--- src/pav_regs.svh ---
// Offsets, field positions, reset values and arithmetic constants of the picture adjust register bank.
// Assumes an 8-bit sub-address space; included by the bank module only, not by the package.
`ifndef PAV_REGS_SVH
`define PAV_REGS_SVH

`define PAV_ADDR_CONTRAST      8'h06
`define PAV_ADDR_BRIGHTNESS    8'h07
`define PAV_ADDR_SATURATION    8'h08
`define PAV_ADDR_HUE           8'h09
`define PAV_ADDR_DECODE_REQ    8'h0a
`define PAV_ADDR_YC_DELAY      8'h0b
`define PAV_ADDR_STATUS        8'h10
`define PAV_ADDR_CAPTION_LO    8'h12
`define PAV_ADDR_CAPTION_HI    8'h13
`define PAV_ADDR_EXTENDED_LO   8'h14
`define PAV_ADDR_EXTENDED_HI   8'h15
`define PAV_ADDR_VBID_WSS_LO   8'h16
`define PAV_ADDR_VBID_WSS_HI   8'h17

`define PAV_RESET_CONTRAST     8'h80
`define PAV_RESET_BRIGHTNESS   8'h00
`define PAV_RESET_SATURATION   8'h80
`define PAV_RESET_HUE          8'h00
`define PAV_RESET_YC_DELAY     3'h0

`define PAV_REQ_CAPTION_BIT    0
`define PAV_REQ_EXTENDED_BIT   1
`define PAV_REQ_VBID_WSS_BIT   2
`define PAV_STATUS_FLAG_LSB    5

`define PAV_GAIN_SHIFT         7
`define PAV_HUE_MULT           5'h19
`define PAV_HUE_SHIFT          12
`define PAV_YC_DELAY_Y3        3'h5
`define PAV_YC_DELAY_Y1A       3'h6
`define PAV_YC_DELAY_Y1B       3'h7
`define PAV_YC_ADV_C2A         3'h1
`define PAV_YC_ADV_C2B         3'h2

`endif

--- src/pav_pkg.sv ---
// Types shared by the picture adjust register bank.
// Assumes nothing of its surroundings.
`default_nettype none

package pav_pkg;
	typedef enum logic {PAV_IDLE, PAV_ARMED} pav_decode_state_type;
	typedef logic [7:0]  pav_byte_type;
	typedef logic [15:0] pav_word_type;
endpackage : pav_pkg

`default_nettype wire

--- src/pav_regs_top.sv ---
// Picture adjust and blanking-data request register bank with its luma and chroma adjust path.
// Assumes a serial control front end that turns bus transfers into sub-address strobes on the
// same clock, and a blanking-data slicer on the same clock that pulses done with its decoded word.
//
// Operation
// - Contrast is unsigned luma gain value/128, unity at reset value 0x80.
// - Brightness is a signed two's complement offset added to luma.
// - Brightness resets to 0x00, giving no offset.
// - Saturation scales both chroma components by value/128, maximum 255/128.
// - Saturation zero gives zero chroma, no colour.
// - Saturation resets to 0x80, unity chroma gain.
// - Hue is signed phase rotation, about 0.35 degrees a step, within 45 degrees.
// - Hue resets to 0x00, no rotation.
// - Request register is write-only; bits 0,1,2 request caption, extended, vbid/wss.
// - Writing a request one arms that decoder to wait for blanking data.
// - Any request one clears all three present flags at once, bar the flag of an armed decode finishing that same cycle.
// - Finished decode of an armed type sets its present flag at 0x10.
// - Decoded words are stored in caption, extended and vbid/wss register pairs.
// - Y/C delay unit is one output sample clock period.
// - Delay code 000 aligns Y and C; 101 delays Y three cycles.
// - Codes 110 and 111 delay Y one cycle behind C.
// - Codes 001 and 010 advance Y two cycles ahead of C.
// - Caption, extended, vbid/wss present flags sit at status bits 5, 6, 7.
`timescale 1ns/10ps
`default_nettype none
`include "pav_regs.svh"

module pav_regs_top (
	// Clock and reset.
	input  wire logic                clock,
	input  wire logic                reset_n,
	// Register port from the serial control front end.
	input  wire logic [7:0]          reg_address,
	input  wire logic                reg_write_strobe,
	input  wire logic [7:0]          reg_write_data,
	output var  logic [7:0]          reg_read_data,
	// Sample stream in, one sample per clock.
	input  wire logic                sample_valid,
	input  wire logic [7:0]          luma_in,
	input  wire logic signed [7:0]   cb_in,
	input  wire logic signed [7:0]   cr_in,
	// Sample stream out.
	output var  logic                sample_valid_out,
	output var  logic [7:0]          luma_out,
	output var  logic signed [7:0]   cb_out,
	output var  logic signed [7:0]   cr_out,
	// Blanking-data slicer.
	input  wire logic [2:0]          decode_done,
	input  wire logic [15:0]         caption_word,
	input  wire logic [15:0]         extended_word,
	input  wire logic [15:0]         vbid_wss_word,
	input  wire logic [4:0]          engine_status,
	output var  logic [2:0]          decode_ready
);

	//--------------------------------------------------------------------
	// Control registers
	//--------------------------------------------------------------------
	pav_pkg::pav_byte_type contrast_gain_q, contrast_gain_d;
	pav_pkg::pav_byte_type brightness_offset_q, brightness_offset_d;
	pav_pkg::pav_byte_type saturation_gain_q, saturation_gain_d;
	pav_pkg::pav_byte_type hue_rotation_q, hue_rotation_d;
	logic [2:0]            luma_chroma_delay_q, luma_chroma_delay_d;
	logic                  request_hit;
	logic [2:0]            request_bits;

	// Request bits are decoded straight off the write and never stored.
	assign request_hit  = reg_write_strobe && (reg_address == `PAV_ADDR_DECODE_REQ);
	assign request_bits = request_hit ? reg_write_data[2:0] : 3'h0;

	always_comb begin
		contrast_gain_d     = contrast_gain_q;
		brightness_offset_d = brightness_offset_q;
		saturation_gain_d   = saturation_gain_q;
		hue_rotation_d      = hue_rotation_q;
		luma_chroma_delay_d = luma_chroma_delay_q;
		if (reg_write_strobe) begin
			case (reg_address)
				`PAV_ADDR_CONTRAST:   contrast_gain_d     = reg_write_data;
				`PAV_ADDR_BRIGHTNESS: brightness_offset_d = reg_write_data;
				`PAV_ADDR_SATURATION: saturation_gain_d   = reg_write_data;
				`PAV_ADDR_HUE:        hue_rotation_d      = reg_write_data;
				`PAV_ADDR_YC_DELAY:   luma_chroma_delay_d = reg_write_data[2:0];
				default:              ;
			endcase
		end
	end

	always_ff @(posedge clock or negedge reset_n) begin
		if (!reset_n) begin
			contrast_gain_q     <= `PAV_RESET_CONTRAST;
			brightness_offset_q <= `PAV_RESET_BRIGHTNESS;
			saturation_gain_q   <= `PAV_RESET_SATURATION;
			hue_rotation_q      <= `PAV_RESET_HUE;
			luma_chroma_delay_q <= `PAV_RESET_YC_DELAY;
		end else begin
			contrast_gain_q     <= contrast_gain_d;
			brightness_offset_q <= brightness_offset_d;
			saturation_gain_q   <= saturation_gain_d;
			hue_rotation_q      <= hue_rotation_d;
			luma_chroma_delay_q <= luma_chroma_delay_d;
		end
	end

	//--------------------------------------------------------------------
	// Blanking-data decode channels
	//--------------------------------------------------------------------
	logic [15:0] word_in [3];
	logic [15:0] word_q [3];
	logic [2:0]  present_flag;

	assign word_in[0] = caption_word;
	assign word_in[1] = extended_word;
	assign word_in[2] = vbid_wss_word;

	for (genvar i = 0; i < 3; i++) begin : g_channel
		pav_pkg::pav_decode_state_type state_q, state_d;
		logic                          flag_q, flag_d;
		pav_pkg::pav_word_type         data_q, data_d;

		// The set from a finished decode is applied after the clear, so it wins.
		always_comb begin
			state_d = state_q;
			flag_d  = flag_q;
			data_d  = data_q;
			if (|request_bits) begin
				flag_d = 1'b0;
			end
			if (state_q == pav_pkg::PAV_ARMED && decode_done[i]) begin
				flag_d  = 1'b1;
				data_d  = word_in[i];
				state_d = pav_pkg::PAV_IDLE;
			end
			if (request_bits[i]) begin
				state_d = pav_pkg::PAV_ARMED;
			end
		end

		always_ff @(posedge clock or negedge reset_n) begin
			if (!reset_n) begin
				state_q <= pav_pkg::PAV_IDLE;
				flag_q  <= 1'b0;
				data_q  <= 16'h0000;
			end else begin
				state_q <= state_d;
				flag_q  <= flag_d;
				data_q  <= data_d;
			end
		end

		assign present_flag[i] = flag_q;
		assign decode_ready[i] = (state_q == pav_pkg::PAV_ARMED);
		assign word_q[i]       = data_q;
	end

	//--------------------------------------------------------------------
	// Register readback
	//--------------------------------------------------------------------
	pav_pkg::pav_byte_type read_d;

	always_comb begin
		case (reg_address)
			`PAV_ADDR_CONTRAST:    read_d = contrast_gain_q;
			`PAV_ADDR_BRIGHTNESS:  read_d = brightness_offset_q;
			`PAV_ADDR_SATURATION:  read_d = saturation_gain_q;
			`PAV_ADDR_HUE:         read_d = hue_rotation_q;
			`PAV_ADDR_YC_DELAY:    read_d = {5'h00, luma_chroma_delay_q};
			`PAV_ADDR_STATUS:      read_d = {present_flag, engine_status};
			`PAV_ADDR_CAPTION_LO:  read_d = word_q[0][7:0];
			`PAV_ADDR_CAPTION_HI:  read_d = word_q[0][15:8];
			`PAV_ADDR_EXTENDED_LO: read_d = word_q[1][7:0];
			`PAV_ADDR_EXTENDED_HI: read_d = word_q[1][15:8];
			`PAV_ADDR_VBID_WSS_LO: read_d = word_q[2][7:0];
			`PAV_ADDR_VBID_WSS_HI: read_d = word_q[2][15:8];
			default:               read_d = 8'h00;
		endcase
	end

	always_ff @(posedge clock or negedge reset_n) begin
		if (!reset_n) begin
			reg_read_data <= 8'h00;
		end else begin
			reg_read_data <= read_d;
		end
	end

	//--------------------------------------------------------------------
	// Gain, offset and hue path
	//--------------------------------------------------------------------
	function automatic logic [7:0] clamp_unsigned(input logic signed [11:0] value);
		if (value < 0)
			return 8'h00;
		else if (value > 12'sd255)
			return 8'hff;
		else
			return value[7:0];
	endfunction : clamp_unsigned

	function automatic logic signed [7:0] clamp_signed(input logic signed [15:0] value);
		if (value < -16'sd128)
			return 8'h80;
		else if (value > 16'sd127)
			return 8'h7f;
		else
			return value[7:0];
	endfunction : clamp_signed

	logic [7:0]        luma_s1_q, luma_s1_d, luma_s2_q;
	logic signed [7:0] cb_s1_q, cb_s1_d, cr_s1_q, cr_s1_d;
	logic signed [7:0] cb_s2_q, cb_s2_d, cr_s2_q, cr_s2_d;
	logic [1:0]        valid_s_q;
	logic [15:0]       luma_prod;
	logic signed [11:0] luma_sum;
	logic signed [16:0] cb_prod, cr_prod;
	logic signed [20:0] cb_turn, cr_turn;

	always_comb begin
		luma_prod = luma_in * contrast_gain_q;
		luma_sum  = $signed({3'h0, luma_prod[15:7]}) + 12'($signed(brightness_offset_q));
		luma_s1_d = clamp_unsigned(luma_sum);
		cb_prod   = cb_in * $signed({1'b0, saturation_gain_q});
		cr_prod   = cr_in * $signed({1'b0, saturation_gain_q});
		cb_s1_d   = clamp_signed(16'(cb_prod >>> `PAV_GAIN_SHIFT));
		cr_s1_d   = clamp_signed(16'(cr_prod >>> `PAV_GAIN_SHIFT));
		// Small-angle rotation: 25/4096 rad a step is about 0.35 degrees; cosine is taken as one.
		cb_turn   = cr_s1_q * $signed(hue_rotation_q) * $signed({1'b0, `PAV_HUE_MULT});
		cr_turn   = cb_s1_q * $signed(hue_rotation_q) * $signed({1'b0, `PAV_HUE_MULT});
		cb_s2_d   = clamp_signed(16'(cb_s1_q) - 16'(cb_turn >>> `PAV_HUE_SHIFT));
		cr_s2_d   = clamp_signed(16'(cr_s1_q) + 16'(cr_turn >>> `PAV_HUE_SHIFT));
	end

	always_ff @(posedge clock or negedge reset_n) begin
		if (!reset_n) begin
			luma_s1_q <= 8'h00;
			luma_s2_q <= 8'h00;
			cb_s1_q   <= 8'h00;
			cr_s1_q   <= 8'h00;
			cb_s2_q   <= 8'h00;
			cr_s2_q   <= 8'h00;
			valid_s_q <= 2'h0;
		end else begin
			luma_s1_q <= luma_s1_d;
			luma_s2_q <= luma_s1_q;
			cb_s1_q   <= cb_s1_d;
			cr_s1_q   <= cr_s1_d;
			cb_s2_q   <= cb_s2_d;
			cr_s2_q   <= cr_s2_d;
			valid_s_q <= {valid_s_q[0], sample_valid};
		end
	end

	//--------------------------------------------------------------------
	// Y/C relative delay
	//--------------------------------------------------------------------
	logic [7:0]        luma_line_q [1:3];
	logic signed [7:0] cb_line_q [1:2];
	logic signed [7:0] cr_line_q [1:2];
	logic [2:0]        valid_line_q;
	logic [1:0]        luma_tap, chroma_tap;
	logic [7:0]        luma_out_d;
	logic signed [7:0] cb_out_d, cr_out_d;
	logic              valid_out_d;

	always_comb begin
		case (luma_chroma_delay_q)
			`PAV_YC_DELAY_Y3: begin
				luma_tap = 2'd3;
				chroma_tap = 2'd0;
			end
			`PAV_YC_DELAY_Y1A, `PAV_YC_DELAY_Y1B: begin
				luma_tap = 2'd1;
				chroma_tap = 2'd0;
			end
			`PAV_YC_ADV_C2A, `PAV_YC_ADV_C2B: begin
				luma_tap = 2'd0;
				chroma_tap = 2'd2;
			end
			default: begin
				luma_tap = 2'd0;
				chroma_tap = 2'd0;
			end
		endcase
		luma_out_d  = (luma_tap == 2'd0) ? luma_s2_q : luma_line_q[luma_tap];
		cb_out_d    = (chroma_tap == 2'd0) ? cb_s2_q : cb_line_q[2];
		cr_out_d    = (chroma_tap == 2'd0) ? cr_s2_q : cr_line_q[2];
		valid_out_d = (luma_tap == 2'd0 && chroma_tap == 2'd0) ? valid_s_q[1] :
			valid_line_q[(luma_tap > chroma_tap) ? luma_tap - 2'd1 : chroma_tap - 2'd1];
	end

	always_ff @(posedge clock or negedge reset_n) begin
		if (!reset_n) begin
			luma_line_q      <= '{default: 8'h00};
			cb_line_q        <= '{default: 8'h00};
			cr_line_q        <= '{default: 8'h00};
			valid_line_q     <= 3'h0;
			luma_out         <= 8'h00;
			cb_out           <= 8'h00;
			cr_out           <= 8'h00;
			sample_valid_out <= 1'b0;
		end else begin
			luma_line_q      <= '{luma_s2_q, luma_line_q[1], luma_line_q[2]};
			cb_line_q        <= '{cb_s2_q, cb_line_q[1]};
			cr_line_q        <= '{cr_s2_q, cr_line_q[1]};
			valid_line_q     <= {valid_line_q[1:0], valid_s_q[1]};
			luma_out         <= luma_out_d;
			cb_out           <= cb_out_d;
			cr_out           <= cr_out_d;
			sample_valid_out <= valid_out_d;
		end
	end
endmodule : pav_regs_top

`default_nettype wire

--- config.mk ---
export PLATFORM = sky130hd
export DESIGN_NAME = pav_regs_top
export DESIGN_NICKNAME = d
export VERILOG_FILES = /design/src/pav_pkg.sv /design/src/pav_regs_top.sv
export VERILOG_INCLUDE_DIRS = /design/src /design/src/src
export SDC_FILE = /design/constraint.sdc
export NUM_CORES = 1
export LEC_CHECK = 0
export BUFFER_PORTS_ARGS = -buffer_cell sky130_fd_sc_hd__buf_4
export CELL_PAD_IN_SITES_DETAIL_PLACEMENT = 0
export CELL_PAD_IN_SITES_GLOBAL_PLACEMENT = 1
export CORE_MARGIN = 1.5
export CORE_UTILIZATION = 50
export CTS_CLUSTER_DIAMETER = 50
export DETAILED_ROUTE_END_ITERATION = 8
export GPL_TIMING_DRIVEN = 0
export PLACE_DENSITY = 0.93
export SETUP_SLACK_MARGIN = 0.2
export SLEW_MARGIN = 20
export SYNTH_ARGS = -nofsm -noshare
export SYNTH_HDL_FRONTEND = slang
export SYNTH_SLANG_ARGS = --single-unit
--- constraint.sdc ---
create_clock -name clock -period 9.35 [get_ports clock]
set_input_delay 0 -clock clock [delete_from_list [all_inputs] [get_ports clock]]
set_output_delay 0 -clock clock [all_outputs]
set_load 0.1 [all_outputs]
## After elaboration in Yosys (flattened, before gate mapping)

Index checks and enable logic that the tools add are counted.
Widths: inputs -> output; s select.

- Bitwise operators: 1
- Multipliers: 7
- Equality and inequality tests: 18
- $lt $le $gt $ge: 13
- Reduce and logical (&&, ||, !) cells: 21
- Muxes and demuxes: 34
- Add/subtract/negate cells: 5

Operator list:

| kind | number |
|---|---|
| $mux 8 | 15 |
| $pmux 8 s12 | 1 |
| $eq 8x5->1 const B | 7 |
| $mul 8x8->16 | 3 |
| $mul 16x6->21 const B | 2 |
| $gt 10x8->1 const B | 4 |
| $lt 10x8->1 const B | 4 |
| $mul 8x9->17 | 2 |
| $eq 8x4->1 const B | 4 |
| $bmux 8 s2 | 1 |
| $eq 8x3->1 const B | 2 |
| $mux 1 | 12 |
| $reduce_bool 2->1 | 6 |
| $add 10x8->11 | 1 |
| $gt 11x9->1 const B | 1 |
| $lt 11x1->1 const B | 1 |
| $add 8x9->10 | 1 |
| $reduce_and 2->1 | 5 |
| $sub 8x9->10 | 1 |
| $eq 3x3->1 const B | 3 |
| $logic_and 1x1->1 | 5 |
| $logic_not 2->1 | 2 |
| $mux 2 | 2 |
| $pmux 2 s2 | 1 |
| 11 further kinds | 13 |

- Register bits after elaboration: 231
- Output and inout bits: 36
- Word-level logic and storage cells: 133
- Input port bits: 100

## Longest topological paths before layout

- Word-level depth: 8
- Depth in mapped cells: 38
- Gate-level depth less buffers: 37

## Least setup slack after synthesis

No wires, ideal clock.

- Kind: flip-flop to flip-flop
- From: register hue_rotation_q[7]
- To: register cr_s2_q[0]
- Data arrival time: 7.954 ns
- Period minus slack after synthesis: 8.083 ns
- Setup time: 0.129 ns
- Required time: 9.221 ns
- Buffers on the path: 1
- Cell stages (with the launch flop): 34
- Slack: 1.267 ns
- Cell sequence: dfrtp_1 inv_1 clkbuf_1 nor2_1 fa_1 fa_1 fa_1 inv_1 fa_1 inv_1 ha_1 a21oi_1 nor4b_1 nor2_1 xor2_1 ha_1 ha_1 xor2_1 ha_1 ha_1 a21o_1 a21oi_1 nand2_1 a31o_2 a21oi_1 xnor2_1 ha_1 a21o_1 nor3_1 o21ai_0 nand3_1 and3b_1 a2bb2oi_2 a21oi_1

- Cells in the longest elaborated chain, start to end: 6
- Elaborated cells between the ends (all ways): 7
- Those cells by class: add/sub (1); mul (2); order compare (2); mux (2)

RTL lines:

| element | RTL line | source |
|---|---|---|
| from (decl) | pav_regs_top.sv:62 | `pav_pkg::pav_byte_type hue_rotation_q, hue_rotation_d;` |
| from (signal assigned) | pav_regs_top.sv:94 | `` hue_rotation_q <= `PAV_RESET_HUE; `` |
| from (signal assigned) | pav_regs_top.sv:100 | `hue_rotation_q <= hue_rotation_d;` |
| $mul 8x8->16 * | pav_regs_top.sv:227 | `` cr_turn = cb_s1_q * $signed(hue_rotation_q) * $signed({1'b0, `PAV_HUE_MULT}); `` |
| $mul 16x6->21 * | pav_regs_top.sv:227 |  |
| $add 8x9->10 * | pav_regs_top.sv:229 | `` cr_s2_d = clamp_signed(16'(cr_s1_q) + 16'(cr_turn >>> `PAV_HUE_SHIFT)); `` |
| $gt 10x8->1 | pav_regs_top.sv:202 | `else if (value > 16'sd127)` |
| $mux 8 | pav_regs_top.sv:202 |  |
| $mux 8 * | pav_regs_top.sv:200 | `if (value < -16'sd128)` |
| net cr_s2_d[0] | pav_regs_top.sv:210 | `logic signed [7:0] cb_s2_q, cb_s2_d, cr_s2_q, cr_s2_d;` |
| to (signal assigned) | pav_regs_top.sv:247 | `cr_s2_q <= cr_s2_d;` |
| to (decl) | pav_regs_top.sv:210 |  |

Mark *: on every way through the listed nets, which the timed path passes. The rest lies on a longest branch.
A chain may end at the register's enable or synchronous reset.

## Final worst setup path

- From: register hue_rotation_q[4]
- To: register cr_s2_q[3]

The elaborated chain is that of the path after synthesis.

==> run summary <==
=====================================================================================
Drt wl/cell                                                                  17.37 um
Worst min-delay path category                                            primary input to register
Design Power                                                                 5.677 mW
CP endpoint kind                                                             register
MaxCap Viol Count                                                                   0
Effective utilization at floorplan                                             50.64%
Number of hold violations in the final report                                       1
Count of buffers from port buffering                                              132
Wire length of the first global-routing pass                                90,800 um
Clock sinks                                                                       231
DRT Pass-1 Iters                                                                    6
Top FF cell, synth                                                       sky130_fd_sc_hd__dfrtp_1
Mean cell area of the mapped netlist                                      10.02 sq um
CTS tree                                                                        built
CP Class                                                                 register to register
Clock Skews                                                                  12.06 ps
Number of warnings printed during yosys synthesis                                   0
Clk buf depth                                                                       3
Placer's final routability congestion estimate                                 0.9472
Arrival time of the worst setup path                                          9120 ps
Post-synth EDFFs                                                                    0
Pwr Density                                                              209.2 nW/um^2
Cells on worst reg2reg path                                                        34
Number of different library cells in the post-synthesis netlist                    85
Vias in the first global route                                                 18,160
Synth area leaders                                                       sky130_fd_sc_hd__dfrtp_1 24%, sky130_fd_sc_hd__fa_1 20%, sky130_fd_sc_hd__ha_1 16%, sky130_fd_sc_hd__inv_1 6.1%, sky130_fd_sc_hd__mux2_2 5.0%
Most frequent cell on the critical path                                  sky130_fd_sc_hd__ha_1
Syn_nets                                                                        2,980
Most common library cell in the layout ignoring fill and taps            sky130_fd_sc_hd__inv_1
Number of clock buffers inserted by TritonCTS                                      27
Overall die width                                                            219.9 um
Kind of start point of the critical path                                     register
Total detailed-routing wirelength                                           55,890 um
Outcome                                                                  finished with violations
Vertical die dimension                                                       219.9 um
Post-route clock period utilization                                            92.39%
CP peak stage delay                                                            540 ps
CTS clock-pin slew for the worst setup and hold paths                           60 ps
Sequential element share of the synthesized area                               24.58%
Worst-case headroom to the max-slew limit                                      33.27%
Measured slew at the worst slew-check pin                                    992.7 ps
Drt drc                                                                             0
Number of instances in the synthesized netlist                                  2,347
Area Overhead vs Synth                                                         15.36%
Largest net degree at the start of global routing                                 105
Endpoint of the lowest-slack register-to-register path                     cr_s2_q[3]
Count of H-tree levels built during CTS                                             1
Number of antenna violations at the first check in global routing                   0
Largest fanout of any net on the critical path                                     10
Non-Filler Cell Area, Final                                              27,140 sq um
Number of nets in the layout                                                    3,222
Highest ir drop seen on vdd                                                 0.2943 mV
Final total negative setup slack                                                 0 ps
Start point of the worst min-delay path                                  reg_address[2]
Synth Cell Area                                                          23,530 sq um
Num ports                                                                         136
Hold Path End                                                            reg_read_data[7]
Mean number of vias per cell                                                    5.454
Leakage power                                                                14.14 nW
Setup slack on the worst flop-to-flop path                                     710 ps
Violations in the final reports                                          negative hold slack
Setup repair after global routing missed its margin                                no
Source-to-sink clock delay at the later pin of the worst-skew pair             570 ps
Clock period minus worst slack                                                8638 ps
Fmax                                                                        115.8 MHz
Rows                                                                               79
Fraction of layout cells with a size suffix above 1                            13.83%
Hold path cells                                                                     5
Die Outline Area                                                         48,360 sq um
Largest area contributor in the netlist                                  sky130_fd_sc_hd__dfrtp_1
Synth top area share                                                           24.36%
Final HPWL from detailed placement                                          43,800 um
Final core utilization                                                         58.42%
Clock root buffer                                                        sky130_fd_sc_hd__clkbuf_16
Antenna Violating Nets Remaining                                                    0
Asr flop ratio synth                                                           100.0%
Most frequent cells in the layout                                        380 x sky130_fd_sc_hd__inv_1, 298 x sky130_fd_sc_hd__ha_1, 235 x sky130_fd_sc_hd__fa_1
Via count                                                                      17,540
Total overflow reported by the global router                                        0
Placed standard-cell area                                                25,340 sq um
Reg-to-reg critical path startpoint                                      hue_rotation_q[4]
Total global-route track usage                                                 23.49%
Final antenna diode count                                                           0
Worst Path Required                                                           9840 ps
Slowest cell on crit path                                                sky130_fd_sc_hd__fa_1
Register bit count reported by yosys                                              231
Count of routing violations after the opening detailed-route iteration          1,132
Setup-failing EPs final                                                             0
Area of the core region                                                  46,460 sq um
Pins over their slew limit                                                          0
Hold Slack                                                                  -2.221 ps
=====================================================================================
[registers in the layout, summed over array words and instances, names as in the netlist, 3 cells and up]
name                 cells
valid_line_q             3
luma_out                 8
cb_line_q               16
g_channel.data_q        48
luma_s1_q                8
luma_line_q             24
saturation_gain_q        8
cb_s2_q                  8
contrast_gain_q          8
g_channel.flag_q         3
cr_line_q               16
hue_rotation_q           8
cr_s2_q                  8
cr_s1_q                  8
g_channel.state_q        3
luma_chroma_delay_q      3
reg_read_data            8
cr_out                   8
luma_s2_q                8
brightness_offset_q      8
cb_s1_q                  8
cb_out                   8
[area by class of cell]
cell class	instances	area (sq um)
flip-flops and latches	231	5792
clock buffers	34	732.0
well taps	607	759.5
inverters	380	1426
multi-input cells	1678	16120
fillers	3852	19320
repair buffers	213	1842
plain buffers	58	259.0
clock inverters	16	214.0
[per-layer routing]
| metal | share of wire [%] | up-vias | global-route usage (%) |
|---|---|---|---|
| li1 | - | 8223 | - |
| met1 | 44 | 8700 | 31.96 |
| met2 | 47 | 496 | 38.57 |
| met3 | 6.1 | 125 | 3.851 |
| met4 | 2.9 | 0 | 6.893 |
| met5 | 0 | - | 0 |
[where the power goes]
part | switching (mW) | internal, mW | total [mW]
logic | 1.86 | 1.32 | 3.18
registers | 0.143 | 1.25 | 1.39
clock network | 0.449 | 0.652 | 1.10
total | 2.45 | 3.22 | 5.68
[worst max-delay path, delay by kind of cell, from the launching register on]
kind	cells	cell delay (ps)
AO/OA/AOI/OAI	10	1870
XOR/XNOR	3	480
adder cells (fa/ha/maj)	10	3920
buffers and inverters	5	440
flip-flops	1	500
AND/OR/NAND/NOR	6	1340
[kinds of logic (layout without fill, tap and decap cells)]
family,after synthesis,count (layout),synth area share [%]
AO/OA/AOI/OAI,345,345,9.721
XOR/XNOR,115,115,4.313
adder cells (fa/ha/maj),533,533,35.84
buffers and inverters,438,701,7.121
flip-flops,231,231,24.58
multiplexers,116,116,5.648
AND/OR/NAND/NOR,569,569,12.77
[how the worst max path moves through the flow]
stage / start / end / slack [ps]
after floorplan: hue_rotation_q[7] / cr_s2_q[0] / 1270
after global placement: hue_rotation_q[7] / cr_s2_q[0] / 260
after detailed placement: hue_rotation_q[7] / cr_s2_q[4] / 180
after CTS: hue_rotation_q[3] / cr_s2_q[4] / 210
after global routing: hue_rotation_q[4] / cr_s2_q[1] / 200
final: hue_rotation_q[4] / cr_s2_q[3] / 710
[cell usage after synthesis (6+ instances only)]
master	number
sky130_fd_sc_hd__inv_1	380
sky130_fd_sc_hd__ha_1	298
sky130_fd_sc_hd__fa_1	235
sky130_fd_sc_hd__dfrtp_1	229
sky130_fd_sc_hd__and2_1	174
sky130_fd_sc_hd__nand2_1	172
sky130_fd_sc_hd__mux2_2	104
sky130_fd_sc_hd__a21oi_1	84
sky130_fd_sc_hd__o21ai_0	75
sky130_fd_sc_hd__nor2_1	73
sky130_fd_sc_hd__xnor2_1	60
sky130_fd_sc_hd__xor2_1	54
sky130_fd_sc_hd__clkbuf_1	46
sky130_fd_sc_hd__a21o_1	29
sky130_fd_sc_hd__nand2b_1	24
sky130_fd_sc_hd__nand3_1	20
sky130_fd_sc_hd__o21a_1	19
sky130_fd_sc_hd__nor3_1	18
sky130_fd_sc_hd__nor2b_1	16
sky130_fd_sc_hd__o22ai_1	14
sky130_fd_sc_hd__a22oi_1	13
sky130_fd_sc_hd__a31oi_1	13
sky130_fd_sc_hd__and3_1	12
sky130_fd_sc_hd__a211oi_1	9
sky130_fd_sc_hd__mux2i_1	9
sky130_fd_sc_hd__nand3b_1	9
sky130_fd_sc_hd__nand4_1	9
sky130_fd_sc_hd__o21ai_1	8
sky130_fd_sc_hd__o21bai_1	8
sky130_fd_sc_hd__a221oi_1	7
sky130_fd_sc_hd__a311oi_1	6
sky130_fd_sc_hd__nor3b_1	6
sky130_fd_sc_hd__o211ai_1	6
sky130_fd_sc_hd__or3_1	6
[per-stage QoR]
step / worst slack, ps / cells
after floorplan: 1267 / 2347
after global placement: 263.3 / 3086
after detailed placement: 179.5 / 3088
after CTS: 211.1 / 3212
after global routing: 202.2 / 3217
final: 712.0 / 3217
[timing repair]
item,4_1_cts,5_1_grt
endpoints found under the setup margin,7,15
hold buffers,74,0
setup buffers,0,5
gates cloned,0,0
pin swaps,0,1
endpoints found under the hold margin,223,0
resized for setup,4,26
Power figures use the tool's default switching activity.
